`src/core/adcs_defs.svh`:
```
`ifndef ADCS_DEFS_SVH
`define ADCS_DEFS_SVH
// ----------------------------------------
// register addresses on the special-function bus
// ----------------------------------------
`define ADCS_CTRL_ADDR 8'hD8
`define ADCS_START_ADDR 8'hDA
`define ADCS_RESULT_ADDR 8'hD9
`define ADCS_IRQ_ADDR 8'hC0
// ----------------------------------------
// control and flag register fields, reset values
// ----------------------------------------
`define ADCS_CH_LSB 0
`define ADCS_CH_MSB 2
`define ADCS_MODE_BIT 3
`define ADCS_BUSY_BIT 4
`define ADCS_BAUD_BIT 7
`define ADCS_DONE_BIT 0
`define ADCS_CTRL_RESET 8'h00
`define ADCS_RSVD_VALUE 2'h0
`define ADCS_RESULT_RESET 8'h00
// ----------------------------------------
// timing: oscillator cycles per machine cycle, then lengths in machine cycles
// ----------------------------------------
`define ADCS_OSC_PER_MC 24
`define ADCS_CONV_MC 15
`define ADCS_SAMPLE_MC 5
`define ADCS_DONE_MC 11
`endif

```
`src/core/adcs_pkg.sv`:
```
package adcs_pkg;
  // sequencer phases
  typedef enum logic [1:0] {
    ADCS_IDLE,
    ADCS_SAMPLE,
    ADCS_APPROX
  } adcs_state_e;
  typedef logic [7:0] adcs_byte_t;
endpackage

```
`src/core/adcs_mc_strobe.sv`:
```
`timescale 1ns/100ps
`default_nettype none
`include "adcs_defs.svh"
// ----------------------------------------
// machine-cycle strobe divider
// ----------------------------------------
module adcs_mc_strobe (
  // clock and reset
  input wire logic clk,
  input wire logic rst,
  // one-cycle strobe
  output logic mc_tick
);
  logic [4:0] div; // oscillator cycles within a machine cycle
  // free running divider, strobe on wrap
  always_ff @(posedge clk or posedge rst) begin
    if (rst) begin
      div <= 5'h00;
      mc_tick <= 1'b0;
    end else if (div == 5'(`ADCS_OSC_PER_MC - 1)) begin
      div <= 5'h00;
      mc_tick <= 1'b1;
    end else begin
      div <= div + 5'h01;
      mc_tick <= 1'b0;
    end
  end
endmodule // adcs_mc_strobe
`default_nettype wire

```
`src/core/adcs_seq.sv`:
```
// Operation
// - any start write triggers conversion
// - start reads leave conversion untouched
// - start while busy restarts conversion
// - conversion begins next machine cycle
// - busy set in write cycle
// - conversion lasts fifteen machine cycles
// - sample first five cycles, then hold
// - approximation in cycles six to fifteen
// - cycle fifteen stores result, clears busy in single mode
// - done flag set end cycle eleven
// - continuous mode restarts automatically
// - mode bit selects single or continuous
// - busy bit reads conversion state
// - three bits select one of eight
// - bit seven selects baud generator source
// - continuous mode sets done each conversion
`timescale 1ns/100ps
`default_nettype none
`include "adcs_defs.svh"
module adcs_seq
  import adcs_pkg::*;
(
  // clock and reset
  input wire logic clk,
  input wire logic rst,
  // special-function register bus
  input wire logic [7:0] sfr_addr,
  input wire logic [7:0] sfr_wdata,
  input wire logic sfr_wr,
  input wire logic sfr_rd,
  output logic [7:0] sfr_rdata,
  // analog front end
  output logic [2:0] mux_sel,
  output logic sample_en,
  output logic sar_trial,
  input wire logic cmp_in,
  // serial channel
  output logic baud_source_select,
  // event flag
  output logic conversion_done_flag
);
  // ----------------------------------------
  // machine cycle strobe
  // ----------------------------------------
  logic mc_tick; // one clk wide per machine cycle
  adcs_mc_strobe u_tick (
    .clk(clk),
    .rst(rst),
    .mc_tick(mc_tick)
  );
  // comparator is analog, synchronise it
  logic cmp_s1;
  logic cmp_s2;
  always_ff @(posedge clk or posedge rst) begin
    if (rst) begin
      cmp_s1 <= 1'b0;
      cmp_s2 <= 1'b0;
    end else begin
      cmp_s1 <= cmp_in;
      cmp_s2 <= cmp_s1;
    end
  end
  // ----------------------------------------
  // bus decode
  // ----------------------------------------
  logic wr_ctrl; // control register write
  logic wr_start; // start register write, data ignored
  logic wr_irq; // flag register write
  assign wr_ctrl = sfr_wr && (sfr_addr == `ADCS_CTRL_ADDR);
  assign wr_start = sfr_wr && (sfr_addr == `ADCS_START_ADDR);
  assign wr_irq = sfr_wr && (sfr_addr == `ADCS_IRQ_ADDR);
  // ----------------------------------------
  // control register
  // ----------------------------------------
  logic [2:0] channel_select; // channel select bits
  logic continuous_mode_bit; // repeat conversions
  logic conversion_in_progress_flag; // busy
  always_ff @(posedge clk or posedge rst) begin
    if (rst) begin
      channel_select <= 3'h0;
      continuous_mode_bit <= 1'b0;
      baud_source_select <= 1'b0;
    end else if (wr_ctrl) begin
      // busy is hardware owned and reserved bits are dropped
      channel_select <= sfr_wdata[`ADCS_CH_MSB:`ADCS_CH_LSB];
      continuous_mode_bit <= sfr_wdata[`ADCS_MODE_BIT];
      baud_source_select <= sfr_wdata[`ADCS_BAUD_BIT];
    end
  end
  // ----------------------------------------
  // sequencer
  // ----------------------------------------
  adcs_state_e state; // phase of conversion
  logic [3:0] mc_cnt; // machine cycle number within conversion, 1..15
  logic pending; // start written, waiting for next machine cycle
  logic [7:0] sar; // approximation register
  logic [7:0] trial_bit; // bit currently under trial
  logic [7:0] result; // finished code
  logic last_mc; // final machine cycle boundary
  logic [2:0] held_ch; // channel latched at start
  assign last_mc = mc_tick && (state != ADCS_IDLE) && (mc_cnt == 4'(`ADCS_CONV_MC));
  // pending start; a write inside the current machine cycle waits for the next
  always_ff @(posedge clk or posedge rst) begin
    if (rst) begin
      pending <= 1'b0;
    end else if (wr_start) begin
      pending <= 1'b1;
    end else if (mc_tick) begin
      pending <= 1'b0;
    end
  end
  // phase and cycle counter, all advancing on the strobe
  always_ff @(posedge clk or posedge rst) begin
    if (rst) begin
      state <= ADCS_IDLE;
      mc_cnt <= 4'h0;
      held_ch <= 3'h0;
    end else if (mc_tick) begin
      if (pending && !wr_start) begin
        // fresh start abandons any conversion in flight
        state <= ADCS_SAMPLE;
        mc_cnt <= 4'h1;
        held_ch <= channel_select;
      end else if (last_mc) begin
        if (continuous_mode_bit) begin
          state <= ADCS_SAMPLE;
          mc_cnt <= 4'h1;
          held_ch <= channel_select;
        end else begin
          state <= ADCS_IDLE;
          mc_cnt <= 4'h0;
        end
      end else if (state != ADCS_IDLE) begin
        mc_cnt <= mc_cnt + 4'h1;
        unique case (state)
          ADCS_SAMPLE: begin
            if (mc_cnt == 4'(`ADCS_SAMPLE_MC)) begin
              state <= ADCS_APPROX;
            end
          end
          ADCS_APPROX: begin
            state <= ADCS_APPROX;
          end
          ADCS_IDLE: begin
            state <= ADCS_IDLE;
          end
        endcase
      end
    end
  end
  // busy flag, set in the write cycle itself
  always_ff @(posedge clk or posedge rst) begin
    if (rst) begin
      conversion_in_progress_flag <= 1'b0;
    end else if (wr_start) begin
      conversion_in_progress_flag <= 1'b1;
    end else if (last_mc && !pending && !continuous_mode_bit) begin
      conversion_in_progress_flag <= 1'b0;
    end
  end
  // successive approximation: one trial per cycle in cycles six to thirteen, msb first
  always_ff @(posedge clk or posedge rst) begin
    if (rst) begin
      sar <= 8'h00;
      trial_bit <= 8'h00;
    end else if (mc_tick) begin
      if (state == ADCS_SAMPLE && mc_cnt == 4'(`ADCS_SAMPLE_MC)) begin
        sar <= 8'h80;
        trial_bit <= 8'h80;
      end else if (state == ADCS_APPROX && trial_bit != 8'h00) begin
        // keep the trial bit if comparator says input is above the dac
        sar <= (cmp_s2 ? sar : (sar & ~trial_bit)) | (trial_bit >> 1);
        trial_bit <= trial_bit >> 1;
      end
    end
  end
  // result register loaded at the close of cycle fifteen
  always_ff @(posedge clk or posedge rst) begin
    if (rst) begin
      result <= `ADCS_RESULT_RESET;
    end else if (last_mc && !pending) begin
      result <= sar;
    end
  end
  // done flag: set wins over a software clear in the same cycle
  always_ff @(posedge clk or posedge rst) begin
    if (rst) begin
      conversion_done_flag <= 1'b0;
    end else if (mc_tick && state == ADCS_APPROX && mc_cnt == 4'(`ADCS_DONE_MC)) begin
      conversion_done_flag <= 1'b1;
    end else if (wr_irq && !sfr_wdata[`ADCS_DONE_BIT]) begin
      conversion_done_flag <= 1'b0;
    end
  end
  // ----------------------------------------
  // analog front end drive
  // ----------------------------------------
  always_ff @(posedge clk or posedge rst) begin
    if (rst) begin
      mux_sel <= 3'h0;
      sample_en <= 1'b0;
      sar_trial <= 1'b0;
    end else begin
      mux_sel <= held_ch;
      sample_en <= (state == ADCS_SAMPLE);
      sar_trial <= (state == ADCS_APPROX);
    end
  end
  // ----------------------------------------
  // read data; the start register reads zero and has no side effect
  // ----------------------------------------
  always_ff @(posedge clk or posedge rst) begin
    if (rst) begin
      sfr_rdata <= 8'h00;
    end else if (sfr_rd) begin
      unique case (sfr_addr)
        `ADCS_CTRL_ADDR: sfr_rdata <= {baud_source_select, `ADCS_RSVD_VALUE,
          conversion_in_progress_flag, continuous_mode_bit, channel_select};
        `ADCS_RESULT_ADDR: sfr_rdata <= result;
        `ADCS_IRQ_ADDR: sfr_rdata <= {7'h00, conversion_done_flag};
        `ADCS_START_ADDR: sfr_rdata <= 8'h00;
        default: sfr_rdata <= 8'h00;
      endcase
    end
  end
  // ----------------------------------------
  // checks
  // ----------------------------------------
  // busy must show on the edge after the start write
  busy_on_write_a: assert property (@(posedge clk) disable iff (rst)
    wr_start |=> conversion_in_progress_flag) else $error("busy not set on start");
  // a pending start is taken on the very next strobe
  start_next_mc_a: assert property (@(posedge clk) disable iff (rst)
    (mc_tick && pending && !wr_start) |=> (state == ADCS_SAMPLE && mc_cnt == 4'h1))
    else $error("start not taken");
  // sampling ends after cycle five unless a restart intervenes
  sample_len_a: assert property (@(posedge clk) disable iff (rst)
    (mc_tick && state == ADCS_SAMPLE && mc_cnt == 4'h5 && !pending) |=> state == ADCS_APPROX)
    else $error("sample phase length wrong");
  // counter never leaves the fifteen cycle window
  count_range_a: assert property (@(posedge clk) disable iff (rst)
    state != ADCS_IDLE |-> (mc_cnt >= 4'h1 && mc_cnt <= 4'hF))
    else $error("cycle count out of range");
  // done flag only rises out of cycle eleven
  done_at_eleven_a: assert property (@(posedge clk) disable iff (rst)
    $rose(conversion_done_flag) |-> $past(mc_cnt) == 4'hB)
    else $error("done flag at wrong cycle");
  // result takes the finished code at the close of cycle fifteen
  result_store_a: assert property (@(posedge clk) disable iff (rst)
    (last_mc && !pending) |=> result == $past(sar))
    else $error("result not stored");
  // single mode parks the sequencer after one conversion
  single_stop_a: assert property (@(posedge clk) disable iff (rst)
    (last_mc && !pending && !continuous_mode_bit && !wr_start) |=> state == ADCS_IDLE)
    else $error("single mode did not stop");
  // continuous mode chains straight into the next conversion
  cont_restart_a: assert property (@(posedge clk) disable iff (rst)
    (last_mc && continuous_mode_bit) |=> (state == ADCS_SAMPLE && mc_cnt == 4'h1))
    else $error("continuous restart missing");
  // reading the start register must not arm a start
  start_read_a: assert property (@(posedge clk) disable iff (rst)
    (sfr_rd && !sfr_wr && sfr_addr == `ADCS_START_ADDR) |=> !$rose(pending))
    else $error("start read disturbed sequencer");
  // the strobe keeps a fixed machine cycle length
  tick_period_a: assert property (@(posedge clk) disable iff (rst)
    mc_tick |-> ##24 mc_tick)
    else $error("machine strobe period wrong");
  // busy drops at the close of a single conversion
  busy_clear_a: assert property (@(posedge clk) disable iff (rst)
    (last_mc && !pending && !continuous_mode_bit && !wr_start) |=> !conversion_in_progress_flag)
    else $error("busy not cleared at end");
  // done flag raised on the edge that ends cycle eleven
  done_set_a: assert property (@(posedge clk) disable iff (rst)
    (mc_tick && state == ADCS_APPROX && mc_cnt == 4'(`ADCS_DONE_MC)) |=> conversion_done_flag)
    else $error("done flag not set");
  // done flag stays up until software writes a zero
  done_hold_a: assert property (@(posedge clk) disable iff (rst)
    (conversion_done_flag && !(wr_irq && !sfr_wdata[`ADCS_DONE_BIT])) |=> conversion_done_flag)
    else $error("done flag lost");
  // sample output trails the sample phase by one clock
  sample_out_a: assert property (@(posedge clk) disable iff (rst)
    1'b1 |=> (sample_en == $past(state == ADCS_SAMPLE)))
    else $error("sample output wrong");
  // trial output trails the approximation phase by one clock
  trial_out_a: assert property (@(posedge clk) disable iff (rst)
    1'b1 |=> (sar_trial == $past(state == ADCS_APPROX)))
    else $error("trial output wrong");
  // channel output follows the channel latched at start
  chan_out_a: assert property (@(posedge clk) disable iff (rst)
    1'b1 |=> (mux_sel == $past(held_ch)))
    else $error("channel output wrong");
  // baud source bit follows a control write
  baud_write_a: assert property (@(posedge clk) disable iff (rst)
    wr_ctrl |=> (baud_source_select == $past(sfr_wdata[`ADCS_BAUD_BIT])))
    else $error("baud source not written");
  // reserved bits always read the fixed value
  rsvd_read_a: assert property (@(posedge clk) disable iff (rst)
    (sfr_rd && sfr_addr == `ADCS_CTRL_ADDR)
    |=> (sfr_rdata[`ADCS_BAUD_BIT-1:`ADCS_BUSY_BIT+1] == `ADCS_RSVD_VALUE))
    else $error("reserved bits read wrong");
  // busy bit on a read mirrors the live flag
  busy_read_a: assert property (@(posedge clk) disable iff (rst)
    (sfr_rd && sfr_addr == `ADCS_CTRL_ADDR)
    |=> (sfr_rdata[`ADCS_BUSY_BIT] == $past(conversion_in_progress_flag)))
    else $error("busy bit read wrong");
  // start register reads back as zero
  start_zero_a: assert property (@(posedge clk) disable iff (rst)
    (sfr_rd && sfr_addr == `ADCS_START_ADDR) |=> (sfr_rdata == 8'h00))
    else $error("start register read not zero");
endmodule // adcs_seq
`default_nettype wire

```
`config.mk`:
```
export PLATFORM = sky130hd
export DESIGN_NAME = adcs_seq
export DESIGN_NICKNAME = d
export VERILOG_FILES = /design/src/core/adcs_pkg.sv /design/src/core/adcs_mc_strobe.sv /design/src/core/adcs_seq.sv
export VERILOG_INCLUDE_DIRS = /design/src /design/src/core
export SDC_FILE = /design/constraint.sdc
export NUM_CORES = 1
export LEC_CHECK = 0
export ABC_AREA = 1
export ABC_CLOCK_PERIOD_IN_PS = 4170
export BUFFER_PORTS_ARGS = -buffer_cell sky130_fd_sc_hd__buf_2
export CORE_AREA = 5 5 76 78
export CTS_BUF_LIST = sky130_fd_sc_hd__clkbuf_16
export CTS_CLUSTER_SIZE = 40
export DETAILED_ROUTE_END_ITERATION = 10
export DIE_AREA = 0 0 81 83
export PLACE_DENSITY = 0.79
export SYNTH_ARGS = -nofsm -noshare
export SYNTH_HDL_FRONTEND = slang
export SYNTH_SLANG_ARGS = --single-unit
```
`constraint.sdc`:
```
create_clock -name clk -period 4.17 [get_ports clk]
set_clock_uncertainty 0.15 [all_clocks]
set_input_delay 0.417 -clock clk [delete_from_list [all_inputs] [get_ports clk]]
set_output_delay 0.417 -clock clk [all_outputs]
set_load 0.02 [all_outputs]
```
Yosys cells after proc, flatten, opt, wreduce, memory -nomap -nowiden
Cells that the tools add are included. Widths: inputs -> output; s select.

Input bits: 21. Logic and storage cells: 94. Output and inout bits: 15. Bits in registers: 62.

Multiplexer cells: 27. $add $sub $neg: 2. Bitwise gates (word level): 3. Eq/ne operators: 11. Reduce and logical (&&, ||, !) cells: 31.

Operator list (count): $mux 8 (5); $eq 8x8->1 const B (4); $pmux 8 s3 (1); $reduce_bool 2->1 (7); $logic_and 1x1->1 (13); $mux 4 (3); $mux 1 (9); $mux 3 (3); $and 8x8->8 (1); $eq 4x4->1 const B (2); $mux 2 (4); $not 8->8 (1); $or 8x7->8 (1); $reduce_bool 8->1 (1); $pmux 2 s3 (1); $reduce_and 3->1 (2); $add 5x1->5 const B (1); $eq 5x5->1 const B (1); $mux 5 (1); $add 4x1->4 const B (1); $eq 4x3->1 const B (1); $logic_not 1->1 (4); $ne 4x4->1 const B (1); $reduce_and 2->1 (2); 4 further kinds (4).

Logic depth before layout (Yosys ltp)
Word-level depth: 7. Gate-level depth with buffers: 10. Mapped depth without buffers: 9.

Cells and area by module
From an unflattened synthesis, not the netlist that was laid out.

Cells, all modules: 333. Area, all modules: 2949.1 µm².

Modules (own cells, without submodules): adcs_seq (sequential area each 1401.3 µm², area each 2708.8 µm², times used 1, cells an instance 311); adcs_mc_strobe (sequential area each 150.1 µm², area each 240.2 µm², times used 1, cells an instance 22).

Least setup slack after synthesis
OpenSTA, ideal clock, no wires.

Path kind: register to register. From: reg mc_cnt[0]. To: reg result[7]. Cell stages (with the launch flop): 8. Arrival time: 1274 ps. Path slack: 2621 ps. Required time: 3895 ps. Clock period less this slack: 1549 ps. Setup time: 125 ps. Path buffers: 0. Path through: dfrtp_1 ha_1 nand2_1 inv_1 nand3_4 inv_2 nand2_4 mux2_4.

Longest elaborated chain between the ends: 3.

Ends and longest elaborated chain: start, declared (line adcs_seq.sv:95) `logic [3:0] mc_cnt;`; start signal, assigned (line adcs_seq.sv:135) `mc_cnt <= mc_cnt + 4'h1;`; $eq 4x4->1 (line adcs_seq.sv:102) `` assign last_mc = mc_tick && (state != ADCS_IDLE) && (mc_cnt == 4'(`ADCS_CONV_MC)); ``; $logic_and 1x1->1 (line adcs_seq.sv:102); $logic_and 1x1->1 (line adcs_seq.sv:182) `end else if (last_mc && !pending) begin`; end signal, assigned (line adcs_seq.sv:181) `` result <= `ADCS_RESULT_RESET; ``; end signal, assigned (line adcs_seq.sv:183) `result <= sar;`; end, declared (line adcs_seq.sv:99) `logic [7:0] result;`.

Every way passes these cells. A chain may end at the register's enable or synchronous reset.

Final worst setup path
From: reg mc_cnt[1]. To: reg trial_bit[6].

Longest elaborated chain between the ends: 4. Elaborated cells between the ends (all ways): 5. Those cells by class: 1 x eq/ne; 1 x mux; 3 x reduce/logical.

Ends and longest elaborated chain: $eq 4x3->1 * (line adcs_seq.sv:168) `` if (state == ADCS_SAMPLE && mc_cnt == 4'(`ADCS_SAMPLE_MC)) begin ``; $logic_and 1x1->1 * (line adcs_seq.sv:168); $reduce_bool 2->1 (no line); $reduce_and 2->1 (no line); end signal, assigned (line adcs_seq.sv:174) `trial_bit <= trial_bit >> 1;`; end, declared (line adcs_seq.sv:98) `logic [7:0] trial_bit;`.

Mark *: on every way between the ends. The rest lies on a longest branch, timed or not.

==> impl_metrics.json <==
{
  "reg2reg_to": "trial_bit[6]$_DFFE_PP0P_",
  "rsz0062_at_grt": "false",
  "arrival_ps": 2080,
  "cts_buffer_depth": 2,
  "syn_avg_cell_area_um2": 9.11,
  "dp_worst_setup_slack_ps": 2150,
  "drtIter0Drc": 171,
  "fin_ws_ps": 2120,
  "slew_headroom": 0.496,
  "synth-xor-area-share": 0.00605,
  "setup_tns_ps": 0,
  "final_core_util": 0.672,
  "cts.sinks": 62,
  "routed_wl_um": 5260,
  "cts_resized": 0,
  "synth_mux_area_frac": 0.00518,
  "nets": 379,
  "areaGrowthSynthToFinish_pct": 16.3,
  "start_util": 0.578,
  "synthAdderAreaFrac": 0.0130,
  "cts_setup_buffers": 0,
  "synth-simple-area-share": 0.254,
  "ys_warn_count": 0,
  "finalCritPeriodShare": 0.491,
  "fin_crit_ps": 2050,
  "timing.rr.start": "mc_cnt[1]$_DFFE_PP0P_",
  "whs_ps": 51.2,
  "crit_type": "flop to flop",
  "synth_nets": 342,
  "synth_cells": 318,
  "drive_gt1_frac": 0.250,
  "htreeDepth": 3,
  "synth_edf_count": 0,
  "hold_path_class": "primary input to flop",
  "gr-total-overflow": 0,
  "start_kind": "flop",
  "dp.cells": 414,
  "r2r_cells": 9,
  "hold_end": "cmp_s1$_DFF_PP0_",
  "drc": 0,
  "clockRootBuffer": "clkbuf_16",
  "leakage_nw": 1.67,
  "antenna_left": 0,
  "placed_cell_area_mm2": 0.00309,
  "vias_per_cell": 5.00,
  "synth_compound_area_frac": 0.123,
  "hold_viol": 0,
  "powerDensity_mw_per_mm2": 404,
  "coreArea_mm2": 0.00501,
  "cap_violations": 0,
  "die_w_um": 81,
  "clkSlewWorstSetupHoldPaths_ps": 50,
  "setup_violations": 0,
  "p_total_mw": 1.36,
  "crit_required_ps": 4210,
  "grt_pass1_vias": 2083,
  "fin_cells": 430,
  "fin_area_mm2": 0.00337,
  "irDropWorstVdd_mv": 0.243,
  "hp-start": "cmp_in",
  "wl_per_cell_um": 12.2,
  "syn_area_mm2": 0.00290,
  "cts_tree": "built",
  "async_flop_share": 1.00,
  "endpoint_kind": "flop",
  "dp_hpwl_um": 3710,
  "clock.fmax_ghz": 0.489,
  "synthDistinctLibCells": 30,
  "ys_seq_area_frac": 0.536,
  "worst_slew_pin_slew_ps": 756,
  "grt_pass1_wl_um": 9250,
  "status": "finished clean",
  "synth_flop_cell": "dfrtp_1",
  "io_pins": 36,
  "drv_slew": 0,
  "io_buffer_count": 32,
  "clkLatencyLatePin_ps": 320,
  "die_area_mm2": 0.00672,
  "antennaDiodeCount": 0,
  "numCtsBuffers": 9,
  "cts_hold_buf": 0,
  "r2r_slack_ps": 2120,
  "crit_fanout": 30,
  "hold_path_depth": 1,
  "nFillCells": 423,
  "synth_top_family_by_area": "simple AND/OR/NAND/NOR gates",
  "drtPass1Iterations": 4,
  "vias": 2151,
  "gp_congestion": 0.856,
  "fp.dieH_um": 83,
  "antenna_found_initial": 0,
  "grt_use_total": 0.177,
  "ys_seq_elements": 62,
  "grt_max_degree": 63,
  "rows": 26
}
[final cells by class]
class	instances	area, µm²	share of cell area
timing repair buffer	33	168	0.0498
sequential	62	1550	0.461
clock buffer	9	225	0.0669
tap	70	87.6	0.0260
inverter	31	116	0.0345
clock inverter	7	56.3	0.0167
multi-input combinational	218	1160	0.345
[routing by layer]
| layer | GRT usage | wire length (µm) |
|---|---|---|
| met1 | 0.231 | 2380 |
| met2 | 0.269 | 2500 |
| met3 | 0.0487 | 288 |
| met4 | 0.0845 | 96 |
| met5 | 0 | 0 |
[worst max path at each step]
stage                          startpoint                             end  slack [ps]  depth (start not counted)
floorplan                             rst  baud_source_select$_DFFE_PP0P_        2060                          1
global placement    mc_cnt[1]$_DFFE_PP0P_              sar[0]$_DFFE_PP0P_        2160                          9
detailed placement  mc_cnt[1]$_DFFE_PP0P_        trial_bit[3]$_DFFE_PP0P_        2150                          9
CTS                 mc_cnt[1]$_DFFE_PP0P_              sar[0]$_DFFE_PP0P_        2120                          9
global route        mc_cnt[1]$_DFFE_PP0P_        trial_bit[1]$_DFFE_PP0P_        1900                          9
finish              mc_cnt[1]$_DFFE_PP0P_        trial_bit[6]$_DFFE_PP0P_        2120                          9
[flip-flops by register name (all words and copies together) (netlist names), 4 cells and up]
| signal | count |
|---|---|
| sfr_rdata | 8 |
| trial_bit | 8 |
| mc_cnt | 4 |
| result | 8 |
| u_tick.div | 5 |
| sar | 8 |
[logic make-up (layout without fill, tap and decap cells)]
kind of cell / count (synthesis) / after routing
adders and majority gates: 3 / 3
muxes: 1 / 1
buffers and inverters: 38 / 80
xor gates and xnor gates: 2 / 2
and+or+nand+nor: 154 / 154
DFF: 62 / 62
AOI/OAI and AO/OA: 58 / 58
[power by group]
group          switching (mW)  total [mW]  internal [mW]
clock network           0.242       0.693          0.452
registers             0.00545       0.616          0.611
logic                  0.0366      0.0524         0.0158
total                   0.284        1.36           1.08
[cell usage in the layout (no fill, tap or decap), types with 3 or more instances in the layout]
master and n:
inv_1 26, nor2_2 3, clkbuf_16 9, nand2_4 4, dfrtp_1 62, nor2_1 20, inv_2 5, nand2_1 93
buf_2 32, nor2_4 3, o21ai_2 16, nand2_2 7, nand3_1 13, ha_1 3, o21ai_1 13, a21oi_1 12
clkinv_1 3, clkinv_2 3, o21ai_0 16
[worst max-delay path, stage by stage, from the launching register on]
cell     delay (ps)
dfrtp_1         400
inv_1            80
ha_1            160
nand2_1          70
nor2_2          150
nand2_4         150
nand2_2         120
nand2_2         360
nand2_1         200
o21ai_2          60
[synthesized netlist by cell type (5+ instances only)]
cell type,count,area share
nor2_1,20,0.026
o21ai_1,13,0.022
nand2_2,7,0.015
o21ai_2,16,0.048
a21oi_1,12,0.021
dfrtp_1,62,0.54
buf_6,5,0.019
nand2_1,93,0.12
o21ai_0,16,0.028
inv_1,26,0.034
nand3_1,13,0.022
Note: power is estimated with default switching activity, not from simulation.
